$ cat src/host_bus_defs.vh
// Purpose: constants for the host-bus pin control block
// Assumes: one 20 MHz clock, synchronous active-high reset
// Notes:   cpu modes are a static two-bit strap
// Operation
// Modes 0/1 master: strobe read/write low
// Modes 0/1 slave: host strobes, device answers
// Unused read/high-select lines read as high
// Modes 2/3 master: direction high means input
// Modes 2/3 slave: direction high means read
// Low select is address bit or strobe
// High select is byte enable or strobe
// Chip select starts access only in slave
// Mode 0 samples wait on rising edge
// Modes 1-3 sample wait on falling edge
// Slave drives wait high to stretch access
// Reset and stop: lines input, wait high
// Reset held at least six clock cycles
// Master only after bus grant input
// Cpu mode is static, selects pin roles
`ifndef HOST_BUS_DEFS_VH
`define HOST_BUS_DEFS_VH
`define CPU_MODE_0      2'h0
`define CPU_MODE_1      2'h1
`define CPU_MODE_2      2'h2
`define CPU_MODE_3      2'h3
`define RESET_MIN_CYC   3'h6
`define BST_IDLE        3'h0
`define BST_ADDR        3'h1
`define BST_SECOND      3'h2
`define BST_WAIT        3'h3
`define BST_THIRD       3'h4
`endif

$ cat src/wait_sampler.v
// Purpose: samples the wait line at the chosen edge phase
// Assumes: wait input synchronous to sys_clk
// Notes:   falling-edge sampling is modelled by using the level registered one full state (one clock) earlier
`timescale 1ns/1ps
module wait_sampler (
    // Clock and reset
    input  wire       sys_clk,
    input  wire       rst,
    // Control
    input  wire       sample_early,
    input  wire       in_wait_phase,
    input  wire       wait_in,
    // Result
    output reg        wait_seen_q
);
    reg late_q;
    always @(posedge sys_clk) begin
        if (rst) begin
            late_q      <= 1'b0;
            wait_seen_q <= 1'b0;
        end else begin
            late_q <= wait_in;
            // Mode 0 looks at the rising edge, others use the level registered one clock earlier
            wait_seen_q <= in_wait_phase &
                           (sample_early ? wait_in : late_q);
        end
    end
endmodule

$ cat src/host_bus_pin_control.v
// Purpose: pin-role control for the host bus strobes and wait line
// Assumes: dma core supplies requests; host pins synchronous
// Notes:   address and data lines are handled elsewhere
`timescale 1ns/1ps
`include "host_bus_defs.vh"
module host_bus_pin_control (
    // Clock and reset
    input  wire       sys_clk,
    input  wire       rst,
    // Static configuration
    input  wire [1:0] cpu_mode,
    input  wire       system_stop,
    // Bus grant
    input  wire       bus_grant_input,
    // Internal dma request side
    input  wire       dma_req,
    input  wire       dma_write,
    input  wire       dma_addr0,
    input  wire       dma_high_byte,
    input  wire       dma_low_byte,
    output reg        dma_done_q,
    // Internal register side
    input  wire       reg_busy,
    output reg        reg_access_q,
    output reg        reg_write_q,
    output reg        reg_low_q,
    output reg        reg_high_q,
    // Host read line
    input  wire       rd_i,
    output reg        rd_o_q,
    output reg        rd_oe_q,
    // Write or direction line
    input  wire       wr_i,
    output reg        wr_o_q,
    output reg        wr_oe_q,
    // Low byte select line
    input  wire       low_byte_select_line_i,
    output reg        lbs_o_q,
    output reg        lbs_oe_q,
    // High byte select line
    input  wire       high_byte_select_line_i,
    output reg        hbs_o_q,
    output reg        hbs_oe_q,
    // Chip select
    input  wire       cs_n,
    // Wait line
    input  wire       wait_i,
    output reg        wait_o_q,
    output reg        wait_oe_q,
    // Status
    output reg        master_q
);
    reg  [2:0] bst_q;
    reg  [2:0] bst_d;
    reg  [1:0] mode_q;
    reg  [2:0] rst_cnt_q;
    reg        op_write_q;
    wire       wait_seen;
    wire       mode01;
    wire       rd_eff;
    wire       hbs_eff;
    wire       slave_ok;
    wire       host_read;
    wire       host_write;
    wire       strobe_on;
    wire       host_strobe;

    assign mode01   = (mode_q == `CPU_MODE_0) | (mode_q == `CPU_MODE_1);
    // Unused lines read high whatever the board does
    assign rd_eff   = mode01 ? rd_i : 1'b1;
    assign hbs_eff  = (mode_q == `CPU_MODE_1) ? 1'b1 :
                      high_byte_select_line_i;
    // Chip select ignored in master, reset and stop
    assign slave_ok = ~master_q & ~system_stop & ~cs_n;
    // Modes 2/3 carry no read strobe; a data strobe qualifies the access
    assign host_strobe = ~low_byte_select_line_i | ~hbs_eff;
    assign host_read  = mode01 ? ~rd_eff : (wr_i & host_strobe);
    assign host_write = mode01 ? ~wr_i : (~wr_i & host_strobe);
    assign strobe_on  = (bst_q == `BST_SECOND) | (bst_q == `BST_WAIT);

    wait_sampler u_wait (
        .sys_clk       (sys_clk),
        .rst           (rst),
        .sample_early  (mode_q == `CPU_MODE_0),
        .in_wait_phase (strobe_on & master_q),
        .wait_in       (wait_i),
        .wait_seen_q   (wait_seen)
    );

    // Mode strap sampled on each of the six clocks after reset, then held; changing it live is unsupported
    always @(posedge sys_clk) begin
        if (rst) begin
            mode_q    <= `CPU_MODE_0;
            rst_cnt_q <= 3'h0;
        end else if (rst_cnt_q != `RESET_MIN_CYC) begin
            rst_cnt_q <= rst_cnt_q + 3'h1;
            mode_q    <= cpu_mode;
        end
    end

    // Bus state sequence while mastering
    always @* begin
        bst_d = bst_q;
        case (bst_q)
            `BST_IDLE:
                if (master_q & dma_req)
                    bst_d = `BST_ADDR;
            `BST_ADDR:
                bst_d = `BST_SECOND;
            `BST_SECOND:
                bst_d = `BST_WAIT;
            `BST_WAIT:
                // Stay while wait was seen high
                if (!wait_seen)
                    bst_d = `BST_THIRD;
            `BST_THIRD:
                bst_d = `BST_IDLE;
            default:
                bst_d = `BST_IDLE;
        endcase
    end

    always @(posedge sys_clk) begin
        if (rst | system_stop) begin
            bst_q      <= `BST_IDLE;
            master_q   <= 1'b0;
            op_write_q <= 1'b0;
            dma_done_q <= 1'b0;
        end else begin
            bst_q      <= bst_d;
            dma_done_q <= (bst_q == `BST_THIRD);
            if (bst_q == `BST_IDLE)
                master_q <= bus_grant_input;
            if (bst_q == `BST_IDLE && bst_d == `BST_ADDR)
                op_write_q <= dma_write;
        end
    end

    // Pin drivers
    always @(posedge sys_clk) begin
        if (rst | system_stop) begin
            rd_o_q    <= 1'b1;
            rd_oe_q   <= 1'b0;
            wr_o_q    <= 1'b1;
            wr_oe_q   <= 1'b0;
            lbs_o_q   <= 1'b1;
            lbs_oe_q  <= 1'b0;
            hbs_o_q   <= 1'b1;
            hbs_oe_q  <= 1'b0;
            wait_o_q  <= 1'b1;
            wait_oe_q <= 1'b1;
        end else if (master_q) begin
            rd_oe_q   <= mode01;
            wr_oe_q   <= 1'b1;
            lbs_oe_q  <= 1'b1;
            hbs_oe_q  <= (mode_q != `CPU_MODE_1);
            wait_oe_q <= 1'b0;
            wait_o_q  <= 1'b1;
            if (mode01) begin
                rd_o_q  <= ~(strobe_on & ~op_write_q);
                wr_o_q  <= ~(strobe_on & op_write_q);
                lbs_o_q <= dma_addr0;
                hbs_o_q <= ~dma_high_byte;
            end else begin
                rd_o_q  <= 1'b1;
                wr_o_q  <= ~op_write_q;
                lbs_o_q <= ~(strobe_on & dma_low_byte);
                hbs_o_q <= ~(strobe_on & dma_high_byte);
            end
        end else begin
            rd_o_q    <= 1'b1;
            rd_oe_q   <= 1'b0;
            wr_o_q    <= 1'b1;
            wr_oe_q   <= 1'b0;
            lbs_o_q   <= 1'b1;
            lbs_oe_q  <= 1'b0;
            hbs_o_q   <= 1'b1;
            hbs_oe_q  <= 1'b0;
            wait_oe_q <= 1'b1;
            wait_o_q  <= slave_ok & reg_busy;
        end
    end

    // Slave register access decode
    always @(posedge sys_clk) begin
        if (rst | system_stop) begin
            reg_access_q <= 1'b0;
            reg_write_q  <= 1'b0;
            reg_low_q    <= 1'b0;
            reg_high_q   <= 1'b0;
        end else begin
            reg_access_q <= slave_ok & (host_read | host_write);
            reg_write_q  <= slave_ok & host_write & ~host_read;
            if (mode01) begin
                reg_low_q  <= ~low_byte_select_line_i;
                reg_high_q <= ~hbs_eff;
            end else begin
                reg_low_q  <= ~low_byte_select_line_i;
                reg_high_q <= ~hbs_eff;
            end
        end
    end
endmodule

$ cat config.mk
export PLATFORM = sky130hd
export DESIGN_NAME = host_bus_pin_control
export DESIGN_NICKNAME = d
export VERILOG_FILES = /design/src/wait_sampler.v /design/src/host_bus_pin_control.v
export VERILOG_INCLUDE_DIRS = /design/src /design/src/src
export SDC_FILE = /design/constraint.sdc
export NUM_CORES = 1
export LEC_CHECK = 0
export ABC_AREA = 1
export ABC_CLOCK_PERIOD_IN_PS = 1800
export BUFFER_PORTS_ARGS = -buffer_cell sky130_fd_sc_hd__buf_2
export CORE_MARGIN = 2
export CORE_UTILIZATION = 40
export DETAILED_ROUTE_END_ITERATION = 16
export PLACE_DENSITY = 0.77
export SYNTH_ARGS = -nofsm -noshare
export SYNTH_HDL_FRONTEND = slang
export SYNTH_SLANG_ARGS = --single-unit
$ cat constraint.sdc
create_clock -name sys_clk -period 1.8 [get_ports sys_clk]
set_input_delay 0.18 -clock sys_clk [delete_from_list [all_inputs] [get_ports sys_clk]]
set_output_delay 0.18 -clock sys_clk [all_outputs]
set_load 0.01 [all_outputs]
==> run summary <==
via-per-instance ratio - 4.572
Worst Path Required - 2.02 ns
Worst Setup Start Kind - flop
Synthesized Nets - 130
routability congestion estimate - 0.7916
gr ovfl total - 0
row cnt - 17
share of cells above drive strength 1 - 0.3103
setup tns final - 0 ns
Most common cell on crit path - inv_1
Yosys warnings - 0
# DRC - 0
max incr delay on CP - 0.42 ns
io pins - 34
Max Freq - 0.7852 GHz
Diodes inserted - 0
cell taking the most area after synthesis - dfxtp_1
clock latency on the worst-skew pair - 0.31 ns
Final Slew Violations - 0
dpl hpwl - 1.353 mm
worst path cell trace - inv_1 > ha_1 > nand2_1 > inv_1 > o21ai_0 > a21oi_1
sequential share of the synthesized area - 0.5517
LEAKAGE - 0.0005710 uW
area delta synth->final - 23.08%
Initial Util - 0.4265
Core Footprint - 2212 um2
Cells after Synth - 110
Via Count - 791
CTS Hold Bufs - 0
largest net degree at the start of global routing - 15
total wire length - 1.693 mm
Port Buffers - 33
Place WS - 0.6054 ns
clock buffer depth - 2
Post-Syn Area - 943.4 um2
met1 Use GR - 0.1589
worst endpoint data arrival time - 1.49 ns
setup slack after layout - 0.5264 ns
worst slew pin tran - 0.3626 ns
skew final - 0.001563 ns
CTS HTree Levels - 1
max cap viols - 0
Nets - 166
Setup Crit Path Kind - reg2reg
Worst Path Max Fanout - 7
fillers - 218
met2 GRT Util - 0.2333
total track usage - 0.1333
Yosys top cell area share - 0.5517
first-pass GRT wire length - 2.739 mm
hold_ws - 0.03984 ns
Final period util - 0.7076
Die Span Y - 52.57 um
final hold vios - 0
crit path time final - 1.274 ns
synth unique cells - 23
root buffer cell - clkbuf_4
WL/cell - 9.786 um
synthesized area per cell - 8.576 um2
worst vdd ir - 0.0006108 V
TritonRoute pass-1 iters - 4
initial drt markers - 10
total CTS buffers - 3
crit end category - flop
initial antenna violation count - 0
met3 Usage GRT - 0.02571
critical path's slowest cell - dfxtp_1
Post-CTS Setup Bufs - 0
total power after layout - 976.9 uW
worst min path class - in2reg
Antenna Nets Post-Route - 0
vias in the first global route - 691
Final Setup Violations - 0
gr busiest metal - met2
die area - 2763 um2
Seq cells post-synth - 26
top post-synthesis cells by area - dfxtp_1 55%, nand2_1 8.0%, inv_1 5.6%
Clock transition at path regs - 0.13 ns
unrepaired setup endpoints after global routing - false
Slew HR - 0.7580
post_cts resized - 0
Crit path buffers/inverters - 2
CTS tree - built
Power Dens Cells - 841.4 nW/um2
CP top delay family - flip-flops
Sink Count - 26
status - complete, no violations
Die Span X - 52.57 um
metrics by stage:
step | area, um2 | instances | util
final | 1161 | 173 | 0.5249
after global routing | 1161 | 173 | 0.5249
after CTS | 1161 | 173 | 0.5249
after detailed placement | 1125 | 169 | 0.5085
after global placement | 1125 | 169 | 0.5085
after floorplan | 943.4 | 110 | -
final timing paths:
check                                 start                     end  slack, ns  depth (start not counted)
setup / recovery  rst_cnt_q[0]$_SDFFE_PP0P_  mode_q[1]$_SDFFE_PP0P_       0.53                          6
hold / removal       low_byte_select_line_i    reg_low_q$_SDFF_PP0_       0.04                          2
setup reg to reg  rst_cnt_q[0]$_SDFFE_PP0P_  mode_q[1]$_SDFFE_PP0P_       0.53                          6
hold reg to reg     op_write_q$_SDFFE_PP0P_       wr_o_q$_SDFF_PP1_       0.46                          1
worst reg2reg max path: stages (launching register included):
cell and delay [ns]:
dfxtp_1 0.42, inv_1 0.07, ha_1 0.19, nand2_1 0.16, inv_1 0.10, o21ai_0 0.18
a21oi_1 0.06
layout make-up:
class,count,area [um2],share of cell area
sequential,26,520.5,0.4483
multi-input combinational,66,339.1,0.2920
clock buffer,4,36.28,0.03125
tap,28,35.03,0.03017
inverter,16,65.06,0.05603
timing repair buffer,33,165.2,0.1422
synth_stat cells:
master,count
nor2_4,1
or2_2,1
a211oi_1,1
ha_1,2
nand2_2,2
nand4_1,1
dfxtp_1,26
buf_4,1
nand2_1,20
or2_1,1
nor3_1,2
a21oi_1,10
nand3_1,3
inv_1,14
inv_6,1
buf_6,1
nor2_2,2
nand3b_1,1
xnor2_1,1
o211ai_1,3
inv_2,1
o21ai_0,5
nor2_1,10
placed cells by master (no fill, tap or decap), types with 2 or more instances in the layout:
cell type and n:
o21ai_0 5, nand2_2 2, nor2_2 2, buf_2 33, dfxtp_1 26, clkbuf_4 3, nor2_1 10, nand2_1 20
inv_1 14, nor3_1 2, nand3_1 3, ha_1 2, o211ai_1 3, a21oi_1 10
metal layers:
layer,vias to the layer above,part of all wire
met5,-,0
met4,0,0.012
met3,2,0.062
met2,20,0.50
met1,351,0.42
li1,418,-
cells by family after synthesis:
kind of cell,share of synthesized area
buf+inv,0.08886
simple gates,0.2122
xor+xnor,0.009286
compound gates,0.1114
flops,0.5517
fa+ha+maj,0.02652
power by group:
group	total [uW]	leakage [uW]	switching (uW)	internal [uW]
combinational	86.2	0.000338	46.5	39.6
clock	281	0.0000210	157	124
sequential	610	0.000212	15.4	595
registers in the layout (all words and copies together) (netlist names):
register and count:
rd_o_q 1, lbs_o_q 1, op_write_q 1, wait_oe_q 1, u_wait.late_q 1, master_q 1, mode_q 2, hbs_o_q 1
u_wait.wait_seen_q 1, hbs_oe_q 1, bst_q 3, wr_o_q 1, lbs_oe_q 1, dma_done_q 1, reg_access_q 1, rst_cnt_q 3
reg_high_q 1, rd_oe_q 1, reg_low_q 1, reg_write_q 1, wait_o_q 1
Power figures use the tool's default switching activity.
